<file path="src/smr_pkg.sv">
// smr_pkg: register map, field positions and timing constants of the smart-card receiver
`default_nettype none
package smr_pkg;
  // ***************************************
  // register byte addresses
  // ***************************************
  localparam logic [7:0] ADDR_CTRL = 8'h00;
  localparam logic [7:0] ADDR_BRG = 8'h04;
  localparam logic [7:0] ADDR_RXBUF = 8'h08;
  localparam logic [7:0] ADDR_STATUS = 8'h0C;
  localparam logic [7:0] ADDR_IRQ_STAT = 8'h10;
  localparam logic [7:0] ADDR_IRQ_MASK = 8'h14;
  // ***************************************
  // register field positions
  // ***************************************
  localparam int CTRL_W = 10;
  localparam int CTRL_TX_EN = 0;
  localparam int CTRL_RX_EN = 1;
  localparam int CTRL_INVERSE = 2;
  localparam int CTRL_EXT_CLK = 3;
  localparam int CTRL_SRC_LO = 4;
  localparam int CTRL_PAR_EN = 6;
  localparam int CTRL_PAR_ODD = 7;
  localparam int CTRL_STOP2 = 8;
  localparam int CTRL_ERR_EN = 9;
  localparam int RXBUF_PERR = 16;
  localparam int STATUS_DONE = 0;
  localparam int STATUS_BUSY = 1;
  localparam int IRQ_W = 3;
  localparam int IRQ_DONE = 0;
  localparam int IRQ_PERR = 1;
  localparam int IRQ_OVR = 2;
  // ***************************************
  // reset values
  // ***************************************
  localparam logic [CTRL_W-1:0] CTRL_RST = 10'h000;
  localparam logic [7:0] BRG_RST = 8'h00;
  localparam logic [IRQ_W-1:0] MASK_RST = 3'h0;
  // ***************************************
  // clock sources and timing
  // ***************************************
  typedef enum logic [1:0] {
    SRC_F1 = 2'h0,
    SRC_F8 = 2'h1,
    SRC_F32 = 2'h2,
    SRC_TIMER = 2'h3
  } smr_src_e;
  localparam int CLK_PERIOD_NS = 5;
  localparam int PRESCALE_F8 = 8;
  localparam int PRESCALE_F32 = 32;
  localparam int TICKS_PER_BIT = 16;
  localparam int HALF_BIT_TICKS = TICKS_PER_BIT / 2;
endpackage
`default_nettype wire

</file>
<file path="src/smr_receiver.sv">
// smr_receiver: smart-card UART receiver with APB registers and open-drain error signal
`default_nettype none
`timescale 1ns/10ps
// Overview of operation
// - receive only with transmit and receive enabled
// - start bit, data LSB first (MSB first in inverse format), stop bits
// - after stop bits, or after the error signal, copy shift into buffer
// - buffer load sets complete flag and interrupt
// - reading receive buffer clears complete flag
// - parity error pulls transmit pin low
// - bit clock is source over divisor+1, sixteen
module smr_receiver #(
  parameter int DATA_BITS = 8
) (
  input wire logic pclk,
  input wire logic presetn,
  input wire logic psel,
  input wire logic penable,
  input wire logic pwrite,
  input wire logic [7:0] paddr,
  input wire logic [31:0] pwdata,
  output logic [31:0] prdata,
  output logic pready,
  output logic pslverr,
  input wire logic serial_rx_pin,
  input wire logic ext_transfer_clock_pin,
  input wire logic timer_underflow,
  output logic serial_tx_pin_o,
  output logic serial_tx_pin_oe,
  output logic irq
);
  if (DATA_BITS < 7 || DATA_BITS > 9) begin : g_bad_width
    $error("DATA_BITS must be 7 to 9");
  end

  typedef enum logic [5:0] {
    ST_IDLE = 6'h01,
    ST_START = 6'h02,
    ST_DATA = 6'h04,
    ST_PARITY = 6'h08,
    ST_STOP = 6'h10,
    ST_ERRSIG = 6'h20
  } smr_state_e;

  // ***************************************
  // declarations
  // ***************************************
  logic [smr_pkg::CTRL_W-1:0] ctrl_q;
  logic [7:0] brg_q;
  logic [DATA_BITS-1:0] rxbuf_q;
  logic rxperr_q;
  logic complete_q;
  logic [smr_pkg::IRQ_W-1:0] stat_q;
  logic [smr_pkg::IRQ_W-1:0] mask_q;
  logic [31:0] prdata_q;
  smr_state_e st_q;
  smr_state_e st_d;
  logic [3:0] os_q;
  logic [3:0] bit_q;
  logic stop_q;
  logic par_q;
  logic perr_q;
  logic [DATA_BITS-1:0] shift_q;
  logic rx_sync;
  logic clk_sync;
  logic tick16;

  // ***************************************
  // pin synchronisers and bit clock
  // ***************************************
  smr_sync #(.WIDTH(2), .RESET_VAL(2'h3)) u_sync (
    .pclk(pclk),
    .presetn(presetn),
    .async_i({serial_rx_pin, ext_transfer_clock_pin}),
    .sync_o({rx_sync, clk_sync})
  );

  smr_baudgen u_baud (
    .pclk(pclk),
    .presetn(presetn),
    .src_sel(ctrl_q[smr_pkg::CTRL_SRC_LO +: 2]),
    .ext_sel(ctrl_q[smr_pkg::CTRL_EXT_CLK]),
    .ext_clk_sync(clk_sync),
    .timer_underflow(timer_underflow),
    .brg(brg_q),
    .tick16(tick16)
  );

  // ***************************************
  // APB decode
  // ***************************************
  wire acc = psel && penable;
  wire wr = acc && pwrite;
  wire rd = acc && !pwrite;
  wire hit_ctrl = (paddr == smr_pkg::ADDR_CTRL);
  wire hit_brg = (paddr == smr_pkg::ADDR_BRG);
  wire hit_rxbuf = (paddr == smr_pkg::ADDR_RXBUF);
  wire hit_status = (paddr == smr_pkg::ADDR_STATUS);
  wire hit_istat = (paddr == smr_pkg::ADDR_IRQ_STAT);
  wire hit_imask = (paddr == smr_pkg::ADDR_IRQ_MASK);
  wire hit_any = hit_ctrl || hit_brg || hit_rxbuf || hit_status || hit_istat || hit_imask;
  wire rd_rxbuf = rd && hit_rxbuf;

  assign pready = 1'b1;
  assign pslverr = acc && !hit_any;
  assign prdata = prdata_q;

  wire en_ok = ctrl_q[smr_pkg::CTRL_TX_EN] && ctrl_q[smr_pkg::CTRL_RX_EN];
  wire inverse = ctrl_q[smr_pkg::CTRL_INVERSE];
  wire par_en = ctrl_q[smr_pkg::CTRL_PAR_EN];
  wire par_odd = ctrl_q[smr_pkg::CTRL_PAR_ODD];
  wire stop2 = ctrl_q[smr_pkg::CTRL_STOP2];
  wire err_en = ctrl_q[smr_pkg::CTRL_ERR_EN];

  wire [31:0] rd_mux =
    hit_ctrl ? 32'(ctrl_q) :
    hit_brg ? 32'(brg_q) :
    hit_rxbuf ? (32'(rxbuf_q) | (32'(rxperr_q) << smr_pkg::RXBUF_PERR)) :
    hit_status ? 32'({(st_q != ST_IDLE), complete_q}) :
    hit_istat ? 32'(stat_q) :
    hit_imask ? 32'(mask_q) : 32'h0000_0000;

  // ***************************************
  // frame sequencer
  // ***************************************
  wire bit_l = rx_sync ^ inverse;
  wire sample = tick16 && (os_q == 4'hF);
  wire half = tick16 && (os_q == 4'(smr_pkg::HALF_BIT_TICKS - 1));
  wire last_data = (bit_q == 4'(DATA_BITS - 1));
  wire par_bad = par_q ^ bit_l ^ par_odd;
  wire last_stop = !stop2 || stop_q;
  wire frame_done = sample && ((st_q == ST_STOP && last_stop) || st_q == ST_ERRSIG);

  // direct: LSB first; inverse: MSB first
  wire [DATA_BITS-1:0] shift_nx = inverse ? {shift_q[DATA_BITS-2:0], bit_l} : {bit_l, shift_q[DATA_BITS-1:1]};

  always_comb begin
    st_d = st_q;
    unique case (st_q)
      ST_IDLE: begin
        if (en_ok && !rx_sync) begin
          st_d = ST_START;
        end
      end
      ST_START: begin
        if (half) begin
          st_d = rx_sync ? ST_IDLE : ST_DATA;
        end
      end
      ST_DATA: begin
        if (sample && last_data) begin
          st_d = par_en ? ST_PARITY : ST_STOP;
        end
      end
      ST_PARITY: begin
        if (sample) begin
          st_d = (par_bad && err_en) ? ST_ERRSIG : ST_STOP;
        end
      end
      ST_STOP: begin
        if (sample && last_stop) begin
          st_d = ST_IDLE;
        end
      end
      ST_ERRSIG: begin
        if (sample) begin
          st_d = ST_IDLE;
        end
      end
      default: st_d = ST_IDLE;
    endcase
    if (!en_ok) begin
      st_d = ST_IDLE;
    end
  end

  always_ff @(posedge pclk or negedge presetn) begin
    if (!presetn) begin
      st_q <= ST_IDLE;
      os_q <= 4'h0;
    end else begin
      st_q <= st_d;
      if (st_d != st_q || st_q == ST_IDLE) begin
        os_q <= 4'h0;
      end else if (tick16) begin
        os_q <= os_q + 4'h1;
      end
    end
  end

  always_ff @(posedge pclk or negedge presetn) begin
    if (!presetn) begin
      bit_q <= 4'h0;
      stop_q <= 1'b0;
      par_q <= 1'b0;
      perr_q <= 1'b0;
      shift_q <= '0;
    end else if (st_q == ST_START) begin
      bit_q <= 4'h0;
      stop_q <= 1'b0;
      par_q <= 1'b0;
      perr_q <= 1'b0;
    end else if (sample) begin
      if (st_q == ST_DATA) begin
        shift_q <= shift_nx;
        par_q <= par_q ^ bit_l;
        bit_q <= bit_q + 4'h1;
      end
      if (st_q == ST_PARITY) begin
        perr_q <= par_bad;
      end
      if (st_q == ST_STOP) begin
        stop_q <= 1'b1;
      end
    end
  end

  // open drain: only ever pulls low
  assign serial_tx_pin_o = 1'b0;
  assign serial_tx_pin_oe = (st_q == ST_ERRSIG);

  // ***************************************
  // registers and interrupt
  // ***************************************
  wire [smr_pkg::IRQ_W-1:0] ev = {frame_done && complete_q && !rd_rxbuf,
                                  frame_done && perr_q, frame_done};
  wire [smr_pkg::IRQ_W-1:0] w1c = (wr && hit_istat) ? pwdata[smr_pkg::IRQ_W-1:0] : '0;

  always_ff @(posedge pclk or negedge presetn) begin
    if (!presetn) begin
      ctrl_q <= smr_pkg::CTRL_RST;
      brg_q <= smr_pkg::BRG_RST;
      mask_q <= smr_pkg::MASK_RST;
      stat_q <= '0;
      prdata_q <= 32'h0000_0000;
    end else begin
      if (wr && hit_ctrl) begin
        ctrl_q <= pwdata[smr_pkg::CTRL_W-1:0];
      end
      if (wr && hit_brg) begin
        brg_q <= pwdata[7:0];
      end
      if (wr && hit_imask) begin
        mask_q <= pwdata[smr_pkg::IRQ_W-1:0];
      end
      stat_q <= (stat_q & ~w1c) | ev;
      if (psel && !penable) begin
        prdata_q <= rd_mux;
      end
    end
  end

  always_ff @(posedge pclk or negedge presetn) begin
    if (!presetn) begin
      rxbuf_q <= '0;
      rxperr_q <= 1'b0;
      complete_q <= 1'b0;
    end else begin
      if (frame_done) begin
        rxbuf_q <= shift_q;
        rxperr_q <= perr_q;
        complete_q <= 1'b1;
      end else if (rd_rxbuf) begin
        complete_q <= 1'b0;
      end
    end
  end

  assign irq = |(stat_q & mask_q);

  // ***************************************
  // checks
  // ***************************************
  logic [4:0] pull_ticks_q;
  always_ff @(posedge pclk or negedge presetn) begin
    if (!presetn) begin
      pull_ticks_q <= 5'h00;
    end else if (!serial_tx_pin_oe) begin
      pull_ticks_q <= 5'h00;
    end else if (tick16) begin
      pull_ticks_q <= pull_ticks_q + 5'h01;
    end
  end

  property p_start_needs_enable;
    @(posedge pclk) disable iff (!presetn)
    (st_q == ST_IDLE) ##1 (st_q == ST_START) |-> $past(en_ok);
  endproperty
  a_start_needs_enable: assert property (p_start_needs_enable) else $error("frame started while disabled");

  property p_data_count;
    @(posedge pclk) disable iff (!presetn)
    (st_q == ST_DATA && sample && last_data && en_ok) |=> (st_q == ST_PARITY || st_q == ST_STOP);
  endproperty
  a_data_count: assert property (p_data_count) else $error("data phase length wrong");

  property p_buffer_load;
    @(posedge pclk) disable iff (!presetn)
    frame_done |=> (rxbuf_q == $past(shift_q)) && (rxperr_q == $past(perr_q));
  endproperty
  a_buffer_load: assert property (p_buffer_load) else $error("buffer not loaded at frame end");

  property p_done_flags;
    @(posedge pclk) disable iff (!presetn)
    frame_done |=> complete_q && stat_q[smr_pkg::IRQ_DONE];
  endproperty
  a_done_flags: assert property (p_done_flags) else $error("complete or interrupt flag not set");

  property p_read_clears;
    @(posedge pclk) disable iff (!presetn)
    (rd_rxbuf && !frame_done) |=> !complete_q;
  endproperty
  a_read_clears: assert property (p_read_clears) else $error("complete flag survived buffer read");

  property p_err_signal;
    @(posedge pclk) disable iff (!presetn)
    $rose(serial_tx_pin_oe) |-> $past(par_bad && err_en && sample) && !serial_tx_pin_o;
  endproperty
  a_err_signal: assert property (p_err_signal) else $error("error pull without parity error");

  property p_err_length;
    @(posedge pclk) disable iff (!presetn)
    $fell(serial_tx_pin_oe) && en_ok |-> (pull_ticks_q == 5'(smr_pkg::TICKS_PER_BIT));
  endproperty
  a_err_length: assert property (p_err_length) else $error("error pull not one bit long");

  property p_inverse_order;
    @(posedge pclk) disable iff (!presetn)
    (st_q == ST_DATA && sample && inverse) |=> shift_q[0] == $past(bit_l);
  endproperty
  a_inverse_order: assert property (p_inverse_order) else $error("inverse format bit order wrong");
endmodule
`default_nettype wire

</file>
<file path="src/smr_sync.sv">
// smr_sync: two-flop synchroniser for pin levels
`default_nettype none
`timescale 1ns/10ps
module smr_sync #(
  parameter int WIDTH = 1,
  parameter logic [WIDTH-1:0] RESET_VAL = '1
) (
  input wire logic pclk,
  input wire logic presetn,
  input wire logic [WIDTH-1:0] async_i,
  output logic [WIDTH-1:0] sync_o
);
  logic [WIDTH-1:0] meta_q;
  logic [WIDTH-1:0] sync_q;

  always_ff @(posedge pclk or negedge presetn) begin
    if (!presetn) begin
      meta_q <= RESET_VAL;
      sync_q <= RESET_VAL;
    end else begin
      meta_q <= async_i;
      sync_q <= meta_q;
    end
  end

  assign sync_o = sync_q;
endmodule
`default_nettype wire

</file>
<file path="src/smr_baudgen.sv">
// smr_baudgen: source clock selection and bit-rate divider giving 16x ticks
`default_nettype none
`timescale 1ns/10ps
module smr_baudgen (
  input wire logic pclk,
  input wire logic presetn,
  input wire logic [1:0] src_sel,
  input wire logic ext_sel,
  input wire logic ext_clk_sync,
  input wire logic timer_underflow,
  input wire logic [7:0] brg,
  output logic tick16
);
  logic [4:0] pre_q;
  logic half_q;
  logic ext_prev_q;
  logic [7:0] div_q;
  logic src_tick;
  logic int_tick;

  // ***************************************
  // source tick
  // ***************************************
  always_ff @(posedge pclk or negedge presetn) begin
    if (!presetn) begin
      pre_q <= 5'h00;
      half_q <= 1'b0;
      ext_prev_q <= 1'b1;
    end else begin
      pre_q <= pre_q + 5'h01;
      ext_prev_q <= ext_clk_sync;
      if (timer_underflow) begin
        half_q <= ~half_q;
      end
    end
  end

  always_comb begin
    unique case (smr_pkg::smr_src_e'(src_sel))
      smr_pkg::SRC_F1: int_tick = 1'b1;
      smr_pkg::SRC_F8: int_tick = (pre_q[2:0] == 3'(smr_pkg::PRESCALE_F8 - 1));
      smr_pkg::SRC_F32: int_tick = (pre_q == 5'(smr_pkg::PRESCALE_F32 - 1));
      smr_pkg::SRC_TIMER: int_tick = timer_underflow && half_q;
    endcase
  end

  // external transfer clock counts on its rising edge
  assign src_tick = ext_sel ? (ext_clk_sync && !ext_prev_q) : int_tick;

  // ***************************************
  // divide by brg+1
  // ***************************************
  always_ff @(posedge pclk or negedge presetn) begin
    if (!presetn) begin
      div_q <= 8'h00;
    end else if (src_tick) begin
      div_q <= (div_q == 8'h00) ? brg : div_q - 8'h01;
    end
  end

  assign tick16 = src_tick && (div_q == 8'h00);

  // ***************************************
  // checks
  // ***************************************
  logic [8:0] gap_q;
  logic [7:0] gap_brg_q;
  logic gap_ok_q;
  wire f1_src = !ext_sel && (src_sel == smr_pkg::SRC_F1);

  // spacing measured only when the undivided clock fed both ticks
  always_ff @(posedge pclk or negedge presetn) begin
    if (!presetn) begin
      gap_q <= 9'h000;
      gap_brg_q <= 8'h00;
      gap_ok_q <= 1'b0;
    end else if (tick16) begin
      gap_q <= 9'h001;
      gap_brg_q <= brg;
      gap_ok_q <= f1_src;
    end else if (gap_q != 9'h1FF) begin
      gap_q <= gap_q + 9'h001;
    end
  end

  property p_bit_rate;
    @(posedge pclk) disable iff (!presetn)
    (tick16 && gap_ok_q && f1_src && gap_q != 9'h1FF) |-> (gap_q == 9'(gap_brg_q) + 9'h001);
  endproperty
  a_bit_rate: assert property (p_bit_rate) else $error("tick spacing not brg plus one");
endmodule
`default_nettype wire

</file>
<file path="config.mk">
export PLATFORM = sky130hd
export DESIGN_NAME = smr_receiver
export DESIGN_NICKNAME = d
export VERILOG_FILES = /design/src/smr_pkg.sv /design/src/smr_receiver.sv /design/src/smr_sync.sv /design/src/smr_baudgen.sv
export SDC_FILE = /design/constraint.sdc
export NUM_CORES = 1
export LEC_CHECK = 0
export ABC_AREA = 1
export BUFFER_PORTS_ARGS = -buffer_cell sky130_fd_sc_hd__buf_2
export CAP_MARGIN = 20
export CORE_ASPECT_RATIO = 1.5
export CORE_MARGIN = 1.5
export CORE_UTILIZATION = 40
export CTS_CLUSTER_SIZE = 10
export DETAILED_ROUTE_END_ITERATION = 12
export PLACE_DENSITY_LB_ADDON = 0.08
export SLEW_MARGIN = 20
export SYNTH_ARGS = -nofsm -noshare
export SYNTH_HDL_FRONTEND = slang
export SYNTH_SLANG_ARGS = --single-unit
export TNS_END_PERCENT = 5
</file>
<file path="constraint.sdc">
create_clock -name pclk -period 2.5 [get_ports pclk]
set_clock_uncertainty 0.15 [all_clocks]
set_input_delay 0.375 -clock pclk [delete_from_list [all_inputs] [get_ports pclk]]
set_output_delay 0.375 -clock pclk [all_outputs]
set_load 0.02 [all_outputs]
</file>
* Yosys cells after proc, flatten, opt, wreduce, memory -nomap -nowiden
Cells that the tools add are included.
** Cells by class
- Add/subtract/negate cells :: 4
- Multipliers :: 0
- Divide/modulo/power cells :: 0
- Order comparisons :: 0
- Eq/ne operators :: 21
- Shifts and indexed selects :: 0
- Mux-type cells :: 38
- Bitwise operators :: 10
- Reductions and logical operators :: 54
** Operator list (number)
- 2-to-1 mux 17 bit :: 3
- 2-to-1 mux 6 bit :: 8
- case mux 6 bit (6 select lines) :: 1
- logical AND 1 bit :: 25
- 2-to-1 mux 4 bit :: 5
- OR 8 x 17 -> 17 bit :: 1
- equality test 8 x 4 -> 1 bit, second input constant :: 2
- equality test 8 x 5 -> 1 bit, second input constant :: 2
- logical NOT 8 bit :: 2
- 2-to-1 mux 8 bit :: 2
- 2-to-1 mux 3 bit :: 5
- 2-to-1 mux 1 bit :: 12
- nonzero test 2 bit :: 6
- adder 4 x 1 -> 4 bit, second input constant :: 2
- equality test 4 x 3 -> 1 bit, second input constant :: 2
- equality test 8 x 3 -> 1 bit, second input constant :: 1
- logical OR 1 bit :: 8
- subtractor 8 x 1 -> 8 bit, second input constant :: 1
- logical NOT 1 bit :: 7
- AND 3 bit :: 2
- equality test 6 x 1 -> 1 bit, second input constant :: 1
- equality test 6 x 2 -> 1 bit, second input constant :: 1
- equality test 6 x 3 -> 1 bit, second input constant :: 1
- equality test 6 x 4 -> 1 bit, second input constant :: 1
- 20 further kinds :: 26
** Storage, ports and cells
- Register bits after elaboration :: 110
- Bits in latches :: 0
- Bits in writable memories :: 0
- Memory bits (read-only) :: 0
- Input port bits :: 48
- Output and inout bits :: 37
- Memories kept :: 0

* Logic depth before layout (Yosys ltp)
- Depth in word-level cells :: 12
- Depth in mapped cells :: 19
- Depth with buffers taken out :: 19

* By module
From an unflattened synthesis, not the netlist that was laid out.
** Second synthesis, totals
- Cells, all modules :: 610
- Area total of the unflattened synthesis :: 4809.6 µm²
** By module, submodules not included
- smr_receiver :: times used 1, cells each 482, area each 3788.6 µm², sequential area each 1752.9 µm²
- smr_baudgen :: times used 1, cells each 124, area each 915.9 µm², sequential area each 376.6 µm²
- smr_sync :: times used 1, cells each 4, area each 105.1 µm², sequential area each 105.1 µm²

* Worst setup path after synthesis
No wires, ideal clock.
- Kind :: register -> register
- Start :: register u_baud.pre_q[0]
- End :: register os_q[0]
- Setup time :: 86 ps
- Arrival :: 1948 ps
- Path slack :: 316 ps
- Stages on the path, launching flop included :: 18
- Cell sequence :: dfrtp_1 -> ha_1 -> nand2_1 -> nor2_1 -> ha_1 -> inv_1 -> nand2_1 -> nand3_1 -> nand2_1 -> nand4_4 -> nor2_1 -> nor2_1 -> nand2_1 -> nand2_1 -> nand3_1 -> nor2_1 -> nand3_2 -> nor3_1
** Between the ends
- Cells in the longest elaborated chain, start to end :: 12
** Ends and longest elaborated chain
- start: declaration :: RTL line smr_baudgen.sv:14 : logic [4:0] pre_q;
- start signal: assignment :: RTL line smr_baudgen.sv:30 : pre_q <= pre_q + 5'h01;
- equality test 5 bit or equality test 3 bit (tied branches) :: RTL line smr_baudgen.sv:42, smr_baudgen.sv:41
- case mux 1 bit (4 select lines) (*) :: RTL line smr_baudgen.sv:39 : unique case (smr_pkg::smr_src_e'(src_sel))
- 2-to-1 mux 1 bit (*) :: RTL line smr_baudgen.sv:48 : assign src_tick = ext_sel ? (ext_clk_sync && !ext_prev_q) : int_tick;
- logical AND 1 bit (*) :: RTL line smr_baudgen.sv:61 : assign tick16 = src_tick && (div_q == 8'h00);
- logical AND 1 bit :: RTL line smr_receiver.sv:127 : wire sample = tick16 && (os_q == 4'hF);
- logical AND 1 bit, on equally long branches :: RTL line smr_receiver.sv:161, smr_receiver.sv:151
- 2-to-1 mux 6 bit, on equally long branches :: RTL line smr_receiver.sv:161, smr_receiver.sv:151
- case mux 6 bit (6 select lines) :: RTL line smr_receiver.sv:139 : unique case (st_q)
- 2-to-1 mux 6 bit :: RTL line smr_receiver.sv:172 : if (!en_ok) begin
- inequality test 6 bit :: RTL line smr_receiver.sv:183 : if (st_d != st_q || st_q == ST_IDLE) begin
- logical OR 1 bit :: RTL line smr_receiver.sv:183
- 2-to-1 mux 4 bit or nonzero test 2 bit (tied branches)
- end signal: assignment :: RTL line smr_receiver.sv:186 : os_q <= os_q + 4'h1;
- end: declaration :: RTL line smr_receiver.sv:58 : logic [3:0] os_q;
Mark *: on every way between the ends. The rest lies on a longest branch, timed or not.
A chain may end at the register's enable or synchronous reset.

* Worst setup path after layout
- Start :: register u_baud.pre_q[0]
- End :: register os_q[1]
Same word-level chain as after synthesis.

==> impl_metrics.yaml <==
clocking:
  htreeDepth: 3
  clock_path_buffers: 2
  clock_latency_ns: 0.34
  cts_tree: "built"
  cts_sinks: 89
  cts_root_buffer: "clkbuf_16"
  cts_made_buffers: 9
  path_clk_slew_ns: 0.06
floorplanning:
  rows: 48
  core_sq_um: 11500
  die_width_um: 91.2
  dieArea_sq_um: 12400
  pin_count: 85
  start_util_pct: 40.7
  die_y_um: 135
place:
  place_area_sq_um: 5060
  pre_cts_ws_ns: -0.0573
  place_congestion: 0.848
  port_buffers: 39
  dp_cells: 770
  hpwl_um: 8620
critical_path:
  arrival_ns: 2.62
  cp-end-kind: "flip-flop"
  crit_fanout: 8
  path_class: "reg -> reg"
  rrSetupSlack_ns: -0.01
  critPathLaunchType: "flip-flop"
  cp_data_required_time_ns: 2.61
sta:
  setup_viol: 1
  rsz0062_at_grt: "yes"
  worst_slew_pin_slew_ns: 0.499
  setup_ws_ns: -0.0115
  fin_crit_sh_pct: 100
  hold_viol_final: 0
  slew_violations: 0
  period_minus_slack_ns: 2.51
  max_freq_mhz: 398
  setup_tns_ns: -0.0115
  fin_hold_ws_ns: 0.0844
  relSlewSlack_pct: 66.5
job:
  cap_viol_max_count: 0
pwr:
  ir_drop_mv: 0.329
  p_leak_nw: 2.74
  pwr_density_cell_nw_per_um2: 611
yosys:
  syn_inst: 576
  synth.largest_area_cell: "dfrtp_1"
  ys_ff_latch: 89
  synthTopCellsByArea: "dfrtp_1 44%, nand2_1 11%, o21ai_0 7.0%, inv_1 6.8%, buf_4 3.7%"
  seq_area_frac_synth_pct: 47.8
  yosysWarnings: 0
  async_flop_share_pct: 100
  synth-edff-count: 0
  syn_avg_cell_area_sq_um: 8.11
  yosysUniqueCellTypes: 41
  netlist.area_leader.share_pct: 44.5
  yosys_most_used_dff: "dfrtp_1"
  synth_area_sq_um: 4670
detailed_routing:
  finalWirelength_um: 11000
  vias_per_cell: 4.87
  drc: 0
  drt_pass1_iterations: 4
  post_drt_wl_per_cell_um: 13.9
  drt_iter0_markers: 134
  ant_nets: 0
  num_vias: 3855
finish:
  mostFrequentLayoutCell: "nand2_1"
  layout_common_cells: "131 x nand2_1, 84 x inv_1, 83 x dfrtp_1, 65 x o21ai_0, 38 x buf_2"
  drive_above_1_share_pct: 19.0
  diodes: 0
  layout.nets: 693
  area_growth_syn_to_layout_pct: 17.6
  finalNonFillerCells: 792
  finish.instance_area_sq_um: 5490
min_path:
  hp-class: "in -> reg"
global_route:
  grt_max_degree: 34
  antenna_found_initial: 0
  overflow: 0
  grt_pass1_vias: 3717
  grt_pass1_wl_um: 18000
  grt_usage_pct: 18.9
run_status:
  run_status: "finished, violations left"
  violations: "negative setup slack"
## per-stage QoR
stage | total power [mW] | utilization (%)
final | 3.36 | 47.9
after global placement | 2.09 | 44.1
after floorplan | 1.98 | -
after global routing | 3.52 | 47.9
after detailed placement | 2.10 | 44.1
after CTS | 3.40 | 46.9
## routing by layer
layer	wire length, um	track usage [%]	vias up	part of all wire (%)
li1	-	-	1943	-
met1	4790	22.8	1811	43
met2	5710	33.3	78	52
met3	264	2.92	23	2.4
met4	269	8.07	0	2.4
met5	0	0	-	0
## where the power goes
part / leakage (nW) / switching, mW / total [mW] / internal (mW)
clock network: 0.138 / 0.530 / 1.28 / 0.748
logic: 1.48 / 0.317 / 0.486 / 0.169
registers: 1.12 / 0.0614 / 1.59 / 1.53
total: 2.74 / 0.908 / 3.36 / 2.45
## cell usage after synthesis (2+ instances only)
master	count
nand3_2	5
nand2_1	133
dfrtp_1	83
ha_1	7
inv_1	85
clkbuf_1	7
o21ai_0	65
nand4_1	8
nand2_2	5
dfstp_2	6
o31ai_1	3
a221oi_1	2
xor2_1	7
nor2_2	4
a21oi_1	21
buf_4	23
nor3_1	10
inv_2	4
o22ai_1	6
buf_2	2
nand3_1	28
nor2_1	34
or2_2	2
nand3_4	2
conb_1	2
o221ai_1	4
a31oi_1	2
o211ai_1	3
## area by class of cell
cell class                 count  area, sq um
fill                        1164         5980
sequential                    89         2230
multi-input combinational    385         2040
timing repair buffer          62          403
tap                          150          188
clock inverter                 2         12.5
clock buffer                  13          270
inverter                      91          344
## critical path: stages (launching register included)
cell	delay [ns]
dfrtp_1	0.35
ha_2	0.18
nand2_1	0.05
nor2_1	0.11
ha_2	0.18
inv_2	0.04
nand2_2	0.05
nand3_2	0.08
nand2_4	0.10
nand4_4	0.17
nand2_1	0.12
nand2_1	0.05
nand2_1	0.08
nand2_1	0.07
nand2_1	0.09
nand3_2	0.11
nor2_4	0.15
nand3_4	0.11
nor3_4	0.19
## timing repair
item / 4_1_cts / 5_1_grt
endpoints found under the setup margin: 4 / 28
endpoints found under the hold margin: 29 / 0
gates resized for setup: 2 / 17
pin swaps: 0 / 10
hold buffers: 3 / 0
setup buffers: 0 / 4
## logic make-up (layout without fill, tap and decap cells)
logic type               after synthesis  in the layout  share of synthesized area [%]
other                                  2             23                          0.161
flip-flops                            89             89                           47.8
AO/OA/AOI/OAI                        109            109                           13.0
adder cells (fa/ha/maj)                7              7                           1.87
XOR/XNOR                               8              8                           1.50
AND/OR/NAND/NOR                      236            236                           23.4
buffers and inverters                123            168                           11.8
multiplexers                           2              2                          0.455
## path summary, 6_finish.rpt
kind / from / end / depth (start not counted)
worst max-delay path: u_baud.pre_q[0] / os_q[1] / 18
worst min-delay path: timer_underflow / u_baud.half_q / 2
worst max register to register: u_baud.pre_q[0] / os_q[1] / 18
worst min register to register: u_sync.meta_q[1] / u_sync.sync_o[1] / 0
max in group asynchronous: presetn / u_baud.ext_prev_q / 3
min in group asynchronous: presetn / prdata[16] / 2
## sequential cells by signal, indices dropped and copies added, names as in the netlist
name / cells
perr_q: 1
u_baud.ext_prev_q: 1
stop_q: 1
u_baud.half_q: 1
stat_q: 3
brg_q: 8
bit_q: 4
ctrl_q: 10
u_baud.pre_q: 5
u_sync.sync_o: 2
complete_q: 1
par_q: 1
st_q: 6
rxbuf_q: 8
mask_q: 3
u_baud.div_q: 8
shift_q: 8
os_q: 4
prdata: 11
rxperr_q: 1
u_sync.meta_q: 2
No activity file was read; power rests on OpenSTA's default activity.
